## src/hdl/isc_pkg.sv

```systemverilog
package isc_pkg;

  // Widths
  localparam int PIX_W  = 12;
  localparam int BYTE_W = 8;
  localparam int WORD_W = 32;

  // Embedded timing reference codes
  localparam logic [31:0] SAV_CODE    = 32'hff000080;
  localparam logic [31:0] EAV_CODE    = 32'hff00009d;
  localparam logic [23:0] CODE_PREFIX = 24'hff0000;
  // Bytes still in the history pipe right after a start code
  localparam logic [1:0]  SAV_SKIP    = 2'h3;

  // Image size limits
  localparam logic [11:0] MAX_RES    = 12'h800;
  localparam logic [11:0] PREV_MAX_W = 12'h280;
  localparam logic [11:0] PREV_MAX_H = 12'h1e0;

  // Reset values
  localparam logic [1:0]  SYNC_RST  = 2'h0;
  localparam logic [2:0]  PCK_RST   = 3'h0;
  localparam logic [23:0] HIST_RST  = 24'h000000;
  localparam logic [31:0] WORD_RST  = 32'h00000000;
  localparam logic [11:0] IDX_RST   = 12'h000;

  typedef enum logic [1:0] {
    ISC_FMT_YCBCR  = 2'b00,
    ISC_FMT_RGB888 = 2'b01,
    ISC_FMT_RGB565 = 2'b10
  } isc_fmt_t;

  typedef enum logic [2:0] {
    ST_IDLE   = 3'b000,
    ST_BLANK  = 3'b001,
    ST_LDELAY = 3'b010,
    ST_ACTIVE = 3'b011,
    ST_LGAP   = 3'b100
  } isc_state_t;

  typedef struct packed {
    logic       embedded_sync;
    logic       frame_sync_active_low;
    logic       line_sync_active_low;
    logic       pck_falling_edge;
    logic       capture_enable;
    logic       codec_on;
    logic       gray_mode;
    logic       gray_pack_mode;
    isc_fmt_t   fmt;
    logic [2:0] frame_skip;
    logic [7:0] start_frame_delay_lines;
    logic [9:0] start_line_delay_cycles;
  } isc_cfg_t;

  typedef struct packed {
    logic        first;
    logic [31:0] data;
  } isc_word_t;

  typedef struct packed {
    logic frame_start;
    logic frame_done;
    logic sav;
    logic eav;
    logic overrun;
  } isc_event_t;

endpackage

```

## src/hdl/isc_pair_buffer.sv

```systemverilog
module isc_pair_buffer #(
  parameter int WIDTH = 33
) (
  input  wire logic             ref_clk,
  input  wire logic             rst_n,
  input  wire logic             in_valid,
  output logic                  in_ready,
  input  wire logic [WIDTH-1:0] in_data,
  output logic                  out_valid,
  input  wire logic             out_ready,
  output logic [WIDTH-1:0]      out_data
);

  logic             spare_valid;
  logic [WIDTH-1:0] spare_data;
  logic             push;
  logic             pop;

  // Accept only while the spare slot is free
  assign in_ready = !spare_valid;
  assign push     = in_valid && in_ready;
  assign pop      = out_valid && out_ready;

  // Head slot drives the output, spare slot absorbs a stall
  always_ff @(posedge ref_clk or negedge rst_n) begin
    if (!rst_n) begin
      out_valid   <= 1'b0;
      out_data    <= '0;
      spare_valid <= 1'b0;
      spare_data  <= '0;
    end else if (pop && spare_valid) begin
      out_data    <= spare_data;
      spare_valid <= 1'b0;
    end else if (pop) begin
      out_valid <= push;
      out_data  <= in_data;
    end else if (push && !out_valid) begin
      out_valid <= 1'b1;
      out_data  <= in_data;
    end else if (push) begin
      spare_valid <= 1'b1;
      spare_data  <= in_data;
    end
  end

endmodule

```

## src/hdl/isc_capture.sv

```systemverilog
// Operation
// Frames sync by dedicated pins or embedded codes; pins ignored in embedded mode.
// Software selects active polarity of frame and line sync pulses.
// Pixel bus up to 12 bits, sampled on active pixel clock edge.
// Pin mode captures after programmed blank lines, then programmed clock delay.
// Embedded mode recognises start code ff000080 opening each video block.
// Embedded mode recognises end code ff00009d closing each video block.
// Embedded mode keeps only active video, drops blanking and code bytes.
// Sensor must send at least one vertical blanking line per frame.
// Events at each frame start and at each DMA frame completion.
// Event on every detected reference code in embedded mode; code raises events only for start and end codes.
// Color input accepts YCbCr 4:2:2, RGB 8:8:8 and RGB 5:6:5.
// Codec path receives data only while codec enable is one.
// Software should enable codec path only while capture is needed.
// Gray samples stored raw, one or two per word by pack mode.
// Codec path unavailable while grayscale input is selected.
// Frame rate counter keeps every frame or one of N, N 2..8.
// Input images up to 2048 by 2048 pixels accepted.
// Preview output limited to 640 by 480 pixels.
// Preview output in display RGB format, 5:6:5 reduced to 5:5:5; code converts only 5:6:5, others pass unchanged.
// Separate buffers on preview and codec paths before DMA.
// Master clock driven to sensor; sensor returns pixel clock.
// System clock must run faster than the sensor pixel clock.
// Pixel domain events synchronised into system clock before flags raise.
module isc_capture
  import isc_pkg::*;
#(
  parameter int MCLK_HALF_DIV = 1
) (
  input  wire logic              ref_clk,
  input  wire logic              rst_n,
  input  wire isc_cfg_t          cfg,
  input  wire logic              dma_frame_done,
  input  wire logic              sensor_pixel_clock_in,
  input  wire logic              frame_sync_in,
  input  wire logic              line_sync_in,
  input  wire logic [PIX_W-1:0]  sensor_pixel_bus,
  output logic                   sensor_master_clock_out,
  output isc_word_t              preview_word,
  output logic                   preview_valid,
  input  wire logic              preview_ready,
  output isc_word_t              codec_word,
  output logic                   codec_valid,
  input  wire logic              codec_ready,
  output isc_event_t             events,
  output logic                   capture_busy
);

  logic [2:0]       pck_sync;
  logic [1:0]       fs_sync;
  logic [1:0]       ls_sync;
  logic [PIX_W-1:0] bus_s1;
  logic [PIX_W-1:0] bus_s2;
  logic             pix_edge;
  logic             frame_lvl;
  logic             line_lvl;
  logic             frame_lvl_d;
  logic             line_lvl_d;
  logic             fs_rise;
  logic             ls_rise;
  logic             ls_fall;
  isc_state_t       state;
  logic [7:0]       line_cnt;
  logic [9:0]       dly;
  logic             pin_take;
  logic [23:0]      hist;
  logic [31:0]      code_word;
  logic             is_sav;
  logic             is_eav;
  logic             is_other;
  logic             emb_active;
  logic             vblank_seen;
  logic [1:0]       emb_cnt;
  logic             emb_take;
  logic             emb_edge;
  logic             start_evt;
  logic             line_start;
  logic             line_end;
  logic [2:0]       frame_count;
  logic             in_frame;
  logic             take;
  logic [PIX_W-1:0] sample;
  logic [11:0]      pix_idx;
  logic [11:0]      line_idx;
  logic [1:0]       bpp_cnt;
  logic             pix_last;
  logic             in_res;
  logic [31:0]      acc;
  logic [1:0]       pos;
  logic             word_done;
  logic [31:0]      next_word;
  logic             first_pending;
  logic             wr_valid;
  logic             wr_prev_ok;
  logic             wr_first;
  logic [31:0]      wr_data;
  logic [31:0]      wr_prev_data;
  logic             prev_in_valid;
  logic             prev_in_ready;
  logic             codec_in_valid;
  logic             codec_in_ready;
  logic [7:0]       mclk_cnt;

  // Two-flop synchronisers on every sensor pin
  always_ff @(posedge ref_clk or negedge rst_n) begin
    if (!rst_n) begin
      pck_sync <= PCK_RST;
      fs_sync  <= SYNC_RST;
      ls_sync  <= SYNC_RST;
      bus_s1   <= '0;
      bus_s2   <= '0;
    end else begin
      pck_sync <= {pck_sync[1:0], sensor_pixel_clock_in};
      fs_sync  <= {fs_sync[0], frame_sync_in};
      ls_sync  <= {ls_sync[0], line_sync_in};
      bus_s1   <= sensor_pixel_bus;
      bus_s2   <= bus_s1;
    end
  end

  // Active pixel clock edge and sync levels after polarity
  assign pix_edge  = cfg.pck_falling_edge ? (!pck_sync[1] && pck_sync[2])
                                          : (pck_sync[1] && !pck_sync[2]);
  assign frame_lvl = fs_sync[1] ^ cfg.frame_sync_active_low;
  assign line_lvl  = ls_sync[1] ^ cfg.line_sync_active_low;
  assign fs_rise   = pix_edge && !cfg.embedded_sync && frame_lvl && !frame_lvl_d;
  assign ls_rise   = pix_edge && !cfg.embedded_sync && line_lvl && !line_lvl_d;
  assign ls_fall   = pix_edge && !cfg.embedded_sync && !line_lvl && line_lvl_d;

  // Sync levels as seen at the previous pixel edge
  always_ff @(posedge ref_clk or negedge rst_n) begin
    if (!rst_n) begin
      frame_lvl_d <= 1'b0;
      line_lvl_d  <= 1'b0;
    end else if (pix_edge) begin
      frame_lvl_d <= frame_lvl;
      line_lvl_d  <= line_lvl;
    end
  end

  // Pin sync sequencer: blank lines, then line delay, then active
  always_ff @(posedge ref_clk or negedge rst_n) begin
    if (!rst_n) begin
      state    <= ST_IDLE;
      line_cnt <= 8'h00;
      dly      <= 10'h000;
    end else if (cfg.embedded_sync) begin
      state <= ST_IDLE;
    end else if (fs_rise) begin
      state    <= ST_BLANK;
      line_cnt <= 8'h00;
    end else if (pix_edge) begin
      case (state)
        ST_BLANK: begin
          if (ls_rise && line_cnt == cfg.start_frame_delay_lines) begin
            state <= (cfg.start_line_delay_cycles == 10'h000) ? ST_ACTIVE : ST_LDELAY;
            dly   <= 10'h001;
          end else if (ls_rise) begin
            line_cnt <= line_cnt + 8'h01;
          end
        end
        ST_LDELAY: begin
          if (!line_lvl) begin
            state <= ST_LGAP;
          end else if (dly == cfg.start_line_delay_cycles) begin
            state <= ST_ACTIVE;
          end else begin
            dly <= dly + 10'h001;
          end
        end
        ST_ACTIVE: begin
          if (!line_lvl) begin
            state <= ST_LGAP;
          end
        end
        ST_LGAP: begin
          if (ls_rise) begin
            state <= (cfg.start_line_delay_cycles == 10'h000) ? ST_ACTIVE : ST_LDELAY;
            dly   <= 10'h001;
          end
        end
        ST_IDLE: begin
          state <= ST_IDLE;
        end
        default: begin
          state <= ST_IDLE;
        end
      endcase
    end
  end

  // Sample while the line is high and the delay has run out
  assign pin_take = pix_edge && !cfg.embedded_sync && line_lvl &&
                    (state == ST_ACTIVE ||
                     (state == ST_LDELAY && dly == cfg.start_line_delay_cycles) ||
                     (ls_rise && cfg.start_line_delay_cycles == 10'h000 &&
                      (state == ST_LGAP || (state == ST_BLANK &&
                       line_cnt == cfg.start_frame_delay_lines)))); // Rise edge is period 0

  // Embedded code recognition over the last four bytes
  assign emb_edge  = pix_edge && cfg.embedded_sync;
  assign code_word = {hist, bus_s2[BYTE_W-1:0]};
  assign is_sav    = code_word == SAV_CODE;
  assign is_eav    = code_word == EAV_CODE;
  assign is_other  = hist == CODE_PREFIX && !is_sav && !is_eav;

  // Byte history, active window and blanking tracker
  always_ff @(posedge ref_clk or negedge rst_n) begin
    if (!rst_n) begin
      hist        <= HIST_RST;
      emb_active  <= 1'b0;
      vblank_seen <= 1'b0;
      emb_cnt     <= 2'h0;
    end else if (!cfg.embedded_sync) begin
      emb_active  <= 1'b0;
      vblank_seen <= 1'b0;
    end else if (emb_edge) begin
      hist <= code_word[23:0];
      if (is_sav) begin
        emb_active  <= 1'b1;
        emb_cnt     <= 2'h0;
        vblank_seen <= 1'b0;
      end else if (is_eav) begin
        emb_active <= 1'b0;
      end else begin
        if (is_other) begin
          vblank_seen <= 1'b1;
        end
        if (emb_active && emb_cnt != SAV_SKIP) begin
          emb_cnt <= emb_cnt + 2'h1;
        end
      end
    end
  end

  // Emit the oldest history byte once the start code has left the pipe
  assign emb_take = emb_edge && emb_active && emb_cnt == SAV_SKIP && !is_eav;

  // Frame and line boundaries from either sync method
  assign start_evt  = fs_rise || (emb_edge && is_sav && vblank_seen);
  assign line_start = ls_rise || (emb_edge && is_sav);
  assign line_end   = (ls_fall && in_frame) || (emb_edge && is_eav);

  // Frame rate counter picks one frame in frame_skip+1
  always_ff @(posedge ref_clk or negedge rst_n) begin
    if (!rst_n) begin
      frame_count <= 3'h0;
      in_frame    <= 1'b0;
    end else if (start_evt) begin
      in_frame    <= cfg.capture_enable && frame_count == 3'h0;
      frame_count <= (frame_count >= cfg.frame_skip) ? 3'h0 : frame_count + 3'h1;
    end else if (!cfg.capture_enable) begin
      in_frame <= 1'b0;
    end
  end

  assign take   = in_frame && (cfg.embedded_sync ? emb_take : pin_take);
  assign sample = cfg.embedded_sync ? {4'h0, hist[23:16]} : bus_s2;

  // Pixel and line position, bytes per pixel by format
  assign pix_last = cfg.gray_mode ||
                    bpp_cnt == ((cfg.fmt == ISC_FMT_RGB888) ? 2'h2 : 2'h1);
  assign in_res   = pix_idx < MAX_RES && line_idx < MAX_RES;

  always_ff @(posedge ref_clk or negedge rst_n) begin
    if (!rst_n) begin
      pix_idx  <= IDX_RST;
      line_idx <= IDX_RST;
      bpp_cnt  <= 2'h0;
    end else if (start_evt) begin
      pix_idx  <= IDX_RST;
      line_idx <= IDX_RST;
      bpp_cnt  <= 2'h0;
    end else if (line_start) begin
      pix_idx <= IDX_RST;
      bpp_cnt <= 2'h0;
    end else if (line_end) begin
      if (line_idx != MAX_RES) begin
        line_idx <= line_idx + 12'h001;
      end
    end else if (take && in_res) begin
      bpp_cnt <= pix_last ? 2'h0 : bpp_cnt + 2'h1;
      if (pix_last) begin
        pix_idx <= pix_idx + 12'h001;
      end
    end
  end

  // Word packing: four color bytes, or gray samples left aligned
  always_comb begin
    next_word = acc;
    word_done = 1'b0;
    if (cfg.gray_mode && cfg.gray_pack_mode) begin
      next_word = {sample, 4'h0, 16'h0000};
      word_done = 1'b1;
    end else if (cfg.gray_mode) begin
      next_word = {acc[31:16], sample, 4'h0};
      word_done = pos != 2'h0;
    end else begin
      case (pos)
        2'h0:    next_word = {sample[7:0], acc[23:0]};
        2'h1:    next_word = {acc[31:24], sample[7:0], acc[15:0]};
        2'h2:    next_word = {acc[31:16], sample[7:0], acc[7:0]};
        default: next_word = {acc[31:8], sample[7:0]};
      endcase
      word_done = pos == 2'h3;
    end
  end

  always_ff @(posedge ref_clk or negedge rst_n) begin
    if (!rst_n) begin
      acc           <= WORD_RST;
      pos           <= 2'h0;
      first_pending <= 1'b0;
    end else if (start_evt) begin
      pos           <= 2'h0;
      first_pending <= 1'b1;
    end else if (take && in_res) begin
      if (cfg.gray_mode && !word_done) begin
        acc <= {sample, 4'h0, 16'h0000};
        pos <= 2'h2;
      end else if (word_done) begin
        pos           <= 2'h0;
        first_pending <= 1'b0;
      end else begin
        acc <= next_word;
        pos <= pos + 2'h1;
      end
    end
  end

  // Completed word with its preview window verdict
  always_ff @(posedge ref_clk or negedge rst_n) begin
    if (!rst_n) begin
      wr_valid   <= 1'b0;
      wr_prev_ok <= 1'b0;
      wr_first   <= 1'b0;
      wr_data    <= WORD_RST;
    end else begin
      wr_valid   <= take && in_res && word_done;
      wr_prev_ok <= pix_idx < PREV_MAX_W && line_idx < PREV_MAX_H;
      wr_first   <= first_pending;
      wr_data    <= next_word;
    end
  end

  // Preview gets 5:5:5 from 5:6:5 by dropping the green low bit
  assign wr_prev_data = (!cfg.gray_mode && cfg.fmt == ISC_FMT_RGB565) ?
    {1'b0, wr_data[31:27], wr_data[26:22], wr_data[20:16],
     1'b0, wr_data[15:11], wr_data[10:6], wr_data[4:0]} : wr_data;

  assign prev_in_valid  = wr_valid && wr_prev_ok;
  assign codec_in_valid = wr_valid && cfg.codec_on && !cfg.gray_mode;

  // Per-path buffers ahead of DMA
  isc_pair_buffer #(.WIDTH($bits(isc_word_t))) u_prev_buf (
    .ref_clk   (ref_clk),
    .rst_n     (rst_n),
    .in_valid  (prev_in_valid),
    .in_ready  (prev_in_ready),
    .in_data   ({wr_first, wr_prev_data}),
    .out_valid (preview_valid),
    .out_ready (preview_ready),
    .out_data  (preview_word)
  );

  isc_pair_buffer #(.WIDTH($bits(isc_word_t))) u_codec_buf (
    .ref_clk   (ref_clk),
    .rst_n     (rst_n),
    .in_valid  (codec_in_valid),
    .in_ready  (codec_in_ready),
    .in_data   ({wr_first, wr_data}),
    .out_valid (codec_valid),
    .out_ready (codec_ready),
    .out_data  (codec_word)
  );

  // Event pulses; frame_start, sav and eav derived from synchronised samples
  always_ff @(posedge ref_clk or negedge rst_n) begin
    if (!rst_n) begin
      events       <= '0;
      capture_busy <= 1'b0;
    end else begin
      events.frame_start <= start_evt;
      events.frame_done  <= dma_frame_done;
      events.sav         <= emb_edge && is_sav;
      events.eav         <= emb_edge && is_eav;
      events.overrun     <= (prev_in_valid && !prev_in_ready) ||
                            (codec_in_valid && !codec_in_ready);
      capture_busy       <= in_frame;
    end
  end

  // Sensor master clock divider
  always_ff @(posedge ref_clk or negedge rst_n) begin
    if (!rst_n) begin
      mclk_cnt                <= 8'h00;
      sensor_master_clock_out <= 1'b0;
    end else if (mclk_cnt == 8'(MCLK_HALF_DIV - 1)) begin
      mclk_cnt                <= 8'h00;
      sensor_master_clock_out <= !sensor_master_clock_out;
    end else begin
      mclk_cnt <= mclk_cnt + 8'h01;
    end
  end

  chk_pins_unused: assert property (@(posedge ref_clk) disable iff (!rst_n)
    (cfg.embedded_sync && !(emb_edge && is_sav)) |=> !events.frame_start)
    else $error("pin frame start in embedded mode");
  chk_frame_pol: assert property (@(posedge ref_clk) disable iff (!rst_n)
    (pix_edge && !cfg.embedded_sync && (fs_sync[1] ^ cfg.frame_sync_active_low)
     && !frame_lvl_d) |=> events.frame_start) else $error("frame start missed");
  chk_blank_hold: assert property (@(posedge ref_clk) disable iff (!rst_n)
    (state == ST_BLANK && ls_rise && !fs_rise && !cfg.embedded_sync &&
     line_cnt != cfg.start_frame_delay_lines) |=> state == ST_BLANK)
    else $error("left blanking early");
  chk_sav_event: assert property (@(posedge ref_clk) disable iff (!rst_n)
    (emb_edge && is_sav) |=> (events.sav && emb_active))
    else $error("start code not flagged");
  chk_eav_close: assert property (@(posedge ref_clk) disable iff (!rst_n)
    (emb_edge && is_eav) |=> (!emb_active && events.eav))
    else $error("end code did not close window");
  chk_code_bytes: assert property (@(posedge ref_clk) disable iff (!rst_n)
    (emb_active && emb_cnt != SAV_SKIP) |-> !emb_take)
    else $error("code byte captured");
  chk_codec_gate: assert property (@(posedge ref_clk) disable iff (!rst_n)
    (!cfg.codec_on || cfg.gray_mode) |-> !codec_in_valid)
    else $error("codec fed while off");
  chk_gray_codec: assert property (@(posedge ref_clk) disable iff (!rst_n)
    (cfg.gray_mode && $stable(cfg.gray_mode)) |=> !codec_in_valid)
    else $error("codec fed in gray mode");
  chk_skip_frame: assert property (@(posedge ref_clk) disable iff (!rst_n)
    (start_evt && frame_count != 3'h0) |=> !in_frame)
    else $error("skipped frame captured");
  chk_res_drop: assert property (@(posedge ref_clk) disable iff (!rst_n)
    (take && !in_res) |=> !wr_valid) else $error("word beyond size limit");
  chk_prev_limit: assert property (@(posedge ref_clk) disable iff (!rst_n)
    (take && word_done && pix_idx >= PREV_MAX_W) |=> !prev_in_valid)
    else $error("preview beyond width limit");
  chk_done_event: assert property (@(posedge ref_clk) disable iff (!rst_n)
    dma_frame_done |=> events.frame_done) else $error("frame done not flagged");
  chk_mclk_toggle: assert property (@(posedge ref_clk) disable iff (!rst_n)
    (mclk_cnt == 8'(MCLK_HALF_DIV - 1)) |=> $changed(sensor_master_clock_out))
    else $error("master clock stuck");

endmodule

```

## config.mk

```make
export PLATFORM = sky130hd
export DESIGN_NAME = isc_capture
export DESIGN_NICKNAME = d
export VERILOG_FILES = /design/src/hdl/isc_pkg.sv /design/src/hdl/isc_pair_buffer.sv /design/src/hdl/isc_capture.sv
export SDC_FILE = /design/constraint.sdc
export NUM_CORES = 1
export LEC_CHECK = 0
export BUFFER_PORTS_ARGS = -buffer_cell sky130_fd_sc_hd__buf_2
export CORE_MARGIN = 2
export CORE_UTILIZATION = 57
export CTS_CLUSTER_DIAMETER = 40
export CTS_CLUSTER_SIZE = 40
export DETAILED_ROUTE_END_ITERATION = 8
export HOLD_SLACK_MARGIN = 0.05
export PLACE_DENSITY = 0.79
export SLEW_MARGIN = 20
export SYNTH_ARGS = -nofsm -noshare
export SYNTH_HDL_FRONTEND = slang
export SYNTH_SLANG_ARGS = --single-unit
```

## constraint.sdc

```tcl
create_clock -name ref_clk -period 5.62 [get_ports ref_clk]
set_input_delay 1.405 -clock ref_clk [delete_from_list [all_inputs] [get_ports ref_clk]]
set_output_delay 1.405 -clock ref_clk [all_outputs]
set_load 0.01 [all_outputs]
```

======== Yosys cells after proc, flatten, opt, wreduce, memory -nomap -nowiden ========
Index checks and enable logic that the tools add are counted.
operators by class
  magnitude comparators ................... 5
  shift-type cells ........................ 0
  multiplexer cells ....................... 88
  bitwise gates (word level) .............. 11
  divide/modulo/power cells ............... 0
  reduce and logical (&&, ||, !) cells .... 112
  multiply operators ...................... 0
  add/subtract/negate cells ............... 9
  equal/unequal tests ..................... 41
operators with widths
  cell                                                                             number
  33-bit two-way mux                                                               6
  32-bit two-way mux                                                               5
  12-bit two-way mux                                                               10
  32-bit case mux with 3 select lines                                              1
  32-bit == test (second input constant)                                           2
  1-bit logical AND                                                                48
  8-bit two-way mux                                                                6
  10-bit two-way mux                                                               4
  1-bit two-way mux                                                                32
  10-bit case mux with 3 select lines                                              1
  3-bit two-way mux                                                                9
  2-bit two-way mux                                                                13
  2-bit nonzero test                                                               13
  12-bit by 1-bit adder with 12-bit output (second input constant)                 2
  24-bit == test (second input constant)                                           1
  12-bit less-than comparator (second input constant)                              2
  2-bit != test (second input constant)                                            11
  3-bit AND reduction                                                              7
  3-bit nonzero test                                                               6
  8-bit by 1-bit adder with 8-bit output (second input constant)                   2
  1-bit zero test                                                                  15
  12-bit by 10-bit less-than comparator with 1-bit output (second input constant)  1
  12-bit by 9-bit less-than comparator with 1-bit output (second input constant)   1
  12-bit != test (second input constant)                                           1
  other kinds (29)                                                                 67
word-level totals
  memories kept ........................... 0
  RAM bits ................................ 0
  register bits ........................... 333
  memory bits (read-only) ................. 0
  latch bits .............................. 0
  logic and storage cells ................. 308

======== Logic depth before layout (Yosys ltp) ========
Gate-level depths: netlist of run 1.
  depth in word-level cells ............... 17
  mapped depth ............................ 9
  depth with buffers taken out ............ 8

======== Hierarchy ========
A second synthesis of run 1 with hierarchy kept.
second synthesis, totals
  cells, all modules ...................... 1,273
  area total of the unflattened synthesis .. 15,317.2 µm²
by module, submodules not included
  module           instances  area each (µm²)  cells each
  isc_capture      1          9,691.8          889
  isc_pair_buffer  2          2,812.7          192

======== Worst setup path before layout of run 1 ========
OpenSTA, ideal clock, no wires.
  kind .................................... input to register
  start point ............................. in cfg[27] (netlist bit)
  end point ............................... reg acc[10]
  stages on the path ...................... 9
  arrival time ............................ 3.680 ns
  setup time .............................. 0.125 ns
  slack ................................... 1.815 ns
  cells stage by stage .................... or3b_1 -> buf_2 -> a2111oi_4 -> nand2_1 -> o211a_1 -> or4_4 -> buf_6 -> buf_6 -> mux2_4
between the ends
  longest elaborated chain between the ends .. 12
  elaborated cells on any way between the ends .. 22
  classes of those cells .................. 2 x mux; 1 x bitwise; 19 x reduce/logical
RTL lines
  element                          RTL line                                                    text
  start, declared                  isc_capture.sv:32                                           input wire isc_cfg_t cfg,
  1-bit two-way mux *              isc_capture.sv:122                                          assign pix_edge = cfg.pck_falling_edge ? (!pck_sync[1] && pck_sync[2])
  1-bit logical AND                isc_capture.sv:126, isc_capture.sv:127, isc_capture.sv:193
  1-bit logical AND                isc_capture.sv:127, isc_capture.sv:193
  1-bit logical AND                isc_capture.sv:127                                          assign ls_rise = pix_edge && !cfg.embedded_sync && line_lvl && !line_lvl_d;
  1-bit logical AND (2 in a row)   isc_capture.sv:196                                          (ls_rise && cfg.start_line_delay_cycles == 10'h000 &&
  1-bit logical OR                 isc_capture.sv:195                                          (state == ST_LDELAY && dly == cfg.start_line_delay_cycles) ||
  1-bit logical AND                isc_capture.sv:193                                          assign pin_take = pix_edge && !cfg.embedded_sync && line_lvl &&
  1-bit two-way mux                isc_capture.sv:257                                          assign take = in_frame && (cfg.embedded_sync ? emb_take : pin_take);
  1-bit logical AND                isc_capture.sv:257
  1-bit logical AND                isc_capture.sv:318                                          end else if (take && in_res) begin
  3-bit AND reduction (no line) *  --
  end signal, assigned             isc_capture.sv:320                                          acc <= {sample, 4'h0, 16'h0000};
  end signal, assigned             isc_capture.sv:326                                          acc <= next_word;
  end, declared                    isc_capture.sv:88                                           logic [31:0] acc;
Every way passes the cells marked *; elsewhere a longest branch is shown, timed or not.
A chain may end at the register's enable or synchronous reset.

======== Final worst setup path of run 1 ========
  start point ............................. in cfg[27] (netlist bit)
  end point ............................... reg acc[28]
Same word-level chain as after synthesis.

==> results.ini, run 1 <==
[drt]
firstDrtPassIters = 6
drt_iter0_drc = 963
drc = 0
via_per_inst = 5.94
wl_per_cell_microns = 18.2
num_vias = 11000
ant_nets = 0
routed_wl_microns = 33700

[synth]
ys.flop_type = dfrtp_1
syn_avg_cell_area_sq_um = 11.1
synth_seq_cells = 333
syn_nets = 1447
seq_area_frac_synth = 0.546
syn_inst = 1379
synth_top_cell_by_area = dfrtp_1
async_flop_share = 1.00
yosysWarnings = 0
synth-edff-count = 0
synthTopCellsByArea = dfrtp_1 (55%), mux2_2 (6.3%), mux2i_1 (5.4%), o21ai_0 (4.8%), nand2_1 (4.0%)
synth_cell_types = 66
synth_top_area_frac = 0.546
syn_area_sq_um = 15300

[final_layout]
num-fill-cells = 1917
area_growth_pct = 15.3
drive_gt1_frac = 0.229
nets = 1554
diodes = 0
multi_input_area_sq_um = 6570
regArea_sq_um = 8330

[global_route]
grt_max_degree = 133
grt_usage = 0.247
grt_pass1_wl_microns = 57100
gr-total-overflow = 0
grt_pass1_vias = 11000
antenna_found_initial = 0

[min_path]
holdCritPathClass = flop to flop

[setup_path]
worstPathRequired_ns = 6.03
critical_path_arrival_ns = 4.33
critical_path_class = input pin to flop
end_kind = flop
cp-start-kind = input pin
cp_max_fo = 32

[outcome]
status = finished, final reports clean

[cts]
cts_tree = done
clock_latency_ns = 0.55
cts_sinks = 333
root_buffer = clkbuf_16
cts_resized = 0
clk_pin_slew_ns = 0.07
cts_buffers = 40
hold_buffers = 0
post_cts_buffers = 0
h-tree-depth = 2
clock_tree.buffer_depth = 3

[die]
dieArea_sq_um = 28100
die_x_microns = 168
initial_core_util = 0.583
rows = 59
ios = 126
core_sq_um = 26200
die_h_microns = 168

[flow_run]
drv_cap = 0

[timing]
maxSlewHeadroom = 0.317
drv_slew = 0
min_period_ns = 3.92
hold_violations = 0
period_share = 0.698
tns_ns = 0
rsz0062_at_grt = no
clock_skew_ns = 0.0281
worst_pin_slew_ns = 1.02
setup_viol = 0
fmax_mhz = 255

[pwr]
ir_drop_v = 0.000253
p_leak_uw = 0.00879
totalPowerFinal_uw = 6060
power_density_nw_per_um2 = 344

[place]
io_buffers = 125
dp_hpwl_microns = 21900
globalplace.congestion = 0.867

[layout by cell type, fill, tap and decap left out, types with 4 or more instances in the layout]
cell / count
mux2_2: 86
a211oi_1: 5
and3_1: 10
a31oi_1: 4
a22oi_1: 29
and4_1: 7
mux2_4: 30
inv_1: 30
o211ai_1: 5
nand3b_1: 7
clkinv_2: 4
o31ai_1: 9
nand4_1: 18
nand2_1: 163
or3_1: 16
clkbuf_16: 40
xnor2_1: 23
inv_8: 10
buf_2: 124
nor3_1: 19
mux2i_1: 83
or2_2: 6
o22ai_1: 14
ha_1: 17
or4_1: 8
a21oi_1: 30
and2_1: 4
nand3_1: 23
nor2b_1: 20
buf_4: 10
a22o_1: 7
nand2b_1: 10
dfrtp_1: 333
o21ai_0: 148
nor4_1: 18
inv_6: 4
nor2_1: 55
xor2_1: 16
[cell type report]
type,count,share of cell area
inverters,30,0.00639
repair buffers,138,0.0442
multi-input cells,943,0.373
clock inverters,31,0.0219
well taps,335,0.0238
clock buffers,43,0.0580
flip-flops and latches,333,0.473
[synthesized netlist by cell type (4+ instances only)]
| master | number |
|---|---|
| nand3_1 | 25 |
| or3_1 | 16 |
| and3_1 | 10 |
| dfrtp_1 | 333 |
| clkbuf_1 | 62 |
| nand3b_1 | 7 |
| or4_1 | 8 |
| nor4_1 | 18 |
| o21ai_0 | 148 |
| a22oi_1 | 29 |
| mux2_4 | 30 |
| o211ai_1 | 5 |
| o31ai_1 | 9 |
| a22o_1 | 7 |
| buf_6 | 4 |
| xnor2_1 | 23 |
| or2_2 | 6 |
| mux2i_1 | 83 |
| o22ai_1 | 14 |
| nand4_1 | 18 |
| mux2_2 | 86 |
| ha_1 | 17 |
| buf_1 | 6 |
| a31oi_1 | 4 |
| nand2b_1 | 10 |
| a211oi_1 | 5 |
| nor2b_1 | 20 |
| and4_1 | 7 |
| a21oi_1 | 31 |
| and2_1 | 4 |
| inv_1 | 30 |
| xor2_1 | 16 |
| nor2_1 | 56 |
| nor3_1 | 19 |
| nand2_1 | 164 |
| o21a_1 | 4 |
[flip-flops by register name, indices dropped and copies added, names as in the netlist, 10 cells and up]
signal / cells
dly: 10
pix_idx: 12
u_codec_buf.out_data: 33
line_idx: 12
bus_s1: 12
acc: 32
u_prev_buf.out_data: 33
hist: 24
u_codec_buf.spare_data: 33
wr_data: 32
bus_s2: 12
u_prev_buf.spare_data: 33
[critical path, cell delays in order]
cell and delay, ns:
buf_2 0.12, or3b_1 0.48, a2111oi_4 0.44, nand2_1 0.12, o211a_1 0.44, or4_4 0.90, mux2_4 0.40
[cell families (layout without fill, tap and decap cells)]
logic type                 after synthesis  count (layout)  synth area share
and+or+nand+nor                        401             401             0.129
DFF                                    333             333             0.546
AOI/OAI and AO/OA                      287             287             0.114
muxes                                  199             199             0.147
buffers and inverters                  103             242            0.0274
xor gates and xnor gates                39              39            0.0224
adders and majority gates               17              17            0.0139
[per-stage QoR]
| step | utilization | hold WS (ns) | setup WS (ns) | std cells | area [sq um] |
|---|---|---|---|---|---|
| finish | 0.672 | 0.341 | 1.70 | 1853 | 17600 |
| global route | 0.672 | 0.341 | 1.58 | 1853 | 17600 |
| CTS | 0.671 | 0.346 | 1.73 | 1852 | 17600 |
| detailed placement | 0.617 | 0.335 | 1.17 | 1778 | 16200 |
| global placement | 0.617 | 0.333 | 1.23 | 1778 | 16200 |
| floorplan | - | 0.331 | 1.81 | 1379 | 15300 |
[path summary, 6_finish.rpt]
kind / start / end / slack (ns) / cells past startpoint
max in group asynchronous: rst_n / u_prev_buf.out_data[11] / 3.58 / 3
min: bus_s1[4] / bus_s2[4] / 0.34 / 0
max: cfg[27] / acc[28] / 1.70 / 7
max reg2reg: pck_sync[2] / acc[28] / 2.26 / 6
min in group asynchronous: rst_n / events[3] / 0.78 / 1
min reg2reg: bus_s1[4] / bus_s2[4] / 0.34 / 0
[per-layer routing]
| metal | wire length, microns | part of all wire | track usage | up-vias |
|---|---|---|---|---|
| met2 | 15500 | 0.46 | 0.389 | 366 |
| li1 | - | - | - | 5154 |
| met3 | 1860 | 0.055 | 0.0373 | 63 |
| met1 | 15700 | 0.47 | 0.361 | 5420 |
| met5 | 0 | 0 | 0 | - |
| met4 | 724 | 0.021 | 0.0699 | 0 |
[power breakdown]
group | internal, uW | total, uW | switching, uW | leakage [uW]
Sequential | 2550 | 2700 | 156 | 0.00447
Clock | 1530 | 2680 | 1150 | 0.000684
Combinational | 275 | 674 | 399 | 0.00364
Power figures use the tool's default switching activity.
==> inputs of run 2 (changes only) <==
- CORE_UTILIZATION: 57 -> 54
- PLACE_DENSITY: 0.79 -> 0.78
- clock period: 5.62 -> 3.24 ns (I/O delays scaled with it)
==> run 2 against run 1 <==
Utilization decreased by 2.5 points; clock power increased by 74%; worst setup slack got worse by 1.3 ns; sequential cell count unchanged; design area increased by 2.1%; first-iteration DRC count decreased by 5.7%; via count increased by 0.64%; non-clock buffer count increased by 34; count of clock-buffer cells in the layout unchanged; critical endpoint is now line_idx[11]; largest cell class unchanged; highest routed layer unchanged.
==> results.ini, run 2 (synthesis results as in run 1) <==
[outcome]
status = finished, final reports clean

[timing]
rsz0062_at_grt = no
setup_viol = 0  ; unchanged
worst_pin_slew_ns = 0.714  ; -0.305 ns
maxSlewHeadroom = 0.519  ; +0.202
fmax_mhz = 346
min_period_ns = 2.89
drv_slew = 0  ; unchanged
clock_skew_ns = 0.0282  ; +0.000143 ns
period_share = 0.892
hold_violations = 0  ; unchanged

[final_layout]
stdcell_area_sq_um = 18000  ; +2.1%
num-fill-cells = 2186  ; +14%
multi_input_area_sq_um = 6560  ; -0.15%
final_cell_mix = dfrtp_1 (333), nand2_1 (164), o21ai_0 (148), buf_2 (124), mux2_2 (86)
regArea_sq_um = 8330  ; unchanged
diodes = 0  ; unchanged
final_common_cell = dfrtp_1
drive_gt1_frac = 0.245  ; +0.0169
nets = 1588  ; +2.2%
area_growth_pct = 17.7

[cts]
cts_tree = done
post_cts_buffers = 0  ; unchanged
cts_buffers = 40  ; unchanged
clock_latency_ns = 0.54  ; about the same
hold_buffers = 0  ; unchanged
cts_sinks = 333  ; unchanged
root_buffer = clkbuf_16
clock_tree.buffer_depth = 3  ; unchanged
cts_resized = 0  ; unchanged
h-tree-depth = 2  ; unchanged
clk_pin_slew_ns = 0.06  ; about the same

[global_route]
gr-total-overflow = 0  ; unchanged
grt_pass1_vias = 10900  ; -0.67%
grt_usage = 0.234  ; -0.0137
antenna_found_initial = 0  ; unchanged
grt_pass1_wl_microns = 55700  ; -2.4%
grt_max_degree = 73  ; -45%

[place]
io_buffers = 125  ; unchanged
dp_hpwl_microns = 23200  ; +5.9%
globalplace.congestion = 0.837  ; -3.4%
place_area_sq_um = 16600  ; +2.4%

[setup_path]
end_kind = flop
critical_path_arrival_ns = 3.33  ; -1.00 ns
critical_path_class = flop to flop
r2r_cells = 6  ; unchanged
cp_slowest_stage_delay_ns = 0.63  ; -0.27 ns
cp_num_buf_inv = 0  ; -1
cp_num_cells = 6  ; -1
crit_slowest_cell = nor4b_1
crit_chain = nor4b_1, nand4_1, nor3_1, o2111ai_1, or3_1, a21oi_1
cp_top_family = simple AND/OR/NAND/NOR gates
cp-start-kind = flop
cp_max_fo = 7  ; -78%
worstPathRequired_ns = 3.68  ; -2.35 ns

[drt]
via_per_inst = 5.74  ; -3.4%
routed_wl_microns = 33800  ; +0.26%
num_vias = 11100  ; +0.64%
wl_per_cell_microns = 17.5  ; -3.7%
firstDrtPassIters = 7  ; +1
ant_nets = 0  ; unchanged
drt_iter0_drc = 908  ; -5.7%
drc = 0  ; unchanged

[die]
ios = 126  ; unchanged
rows = 61  ; +3.4%
die_h_microns = 172  ; +2.7%
initial_core_util = 0.550  ; -0.0330
core_sq_um = 27800  ; +6.0%
dieArea_sq_um = 29600  ; +5.4%
die_x_microns = 172  ; +2.7%

[pwr]
totalPowerFinal_uw = 10500  ; +74%
p_leak_uw = 0.00898  ; +2.1%
ir_drop_v = 0.000425  ; +68%
power_density_nw_per_um2 = 586  ; +70%

[min_path]
holdCritPathClass = input pin to async pin

[flow_run]
drv_cap = 0  ; unchanged

## run 2: cell count changes in the layout (fill, tap and decap cells not counted), moves of 2 or more
cell and change:
clkinv_2 -4, buf_4 +29, inv_12 +3, inv_8 -2, inv_6 +4, buf_12 +6
## run 2: power by group
group | switching [uW] | internal, uW
Clock | 2010 | 2650
Combinational | 700 | 500
Sequential | 262 | 4420
Total | 2970 | 7570
## run 2: layer usage
layer  track usage  part of all wire  up-vias
li1              -                 -     5226
met1         0.335              0.46     5441
met2         0.376              0.46      342
met3        0.0362             0.057       64
met4        0.0588             0.020        0
met5             0                 0        -
## run 2: final cells by class
type / instances / share of cell area
clock inverters: 31 / 0.0209
flip-flops and latches: 333 / 0.463
clock buffers: 43 / 0.0580
repair buffers: 172 / 0.0605
inverters: 30 / 0.00626
multi-input cells: 943 / 0.365
well taps: 378 / 0.0263
## run 2: worst paths after layout
| path | startpoint | endpoint | slack (ns) |
|---|---|---|---|
| worst max-delay path | bus_s2[1] | line_idx[11] | 0.35 |
| worst min-delay path | rst_n | ls_sync[0] | 0.25 |
| worst max register to register | bus_s2[1] | line_idx[11] | 0.35 |
| worst min register to register | bus_s1[10] | bus_s2[10] | 0.35 |
| max in group asynchronous | rst_n | wr_data[14] | 2.13 |
| min in group ref_clk | bus_s1[10] | bus_s2[10] | 0.35 |
## run 2: stage by stage
step           instances  TNS (ns)  utilization  hold WS [ns]  worst slack, ns
5_1_grt             1930         0        0.647         0.290           0.0450
6_report            1930         0        0.647         0.246            0.351
3_3_place_gp        1856    -0.297        0.596         0.334          -0.0121
4_1_cts             1930         0        0.647         0.278            0.342
2_1_floorplan       1379         0            -         0.331           0.0297
3_5_place_dp        1856     -1.36        0.596         0.335          -0.0554
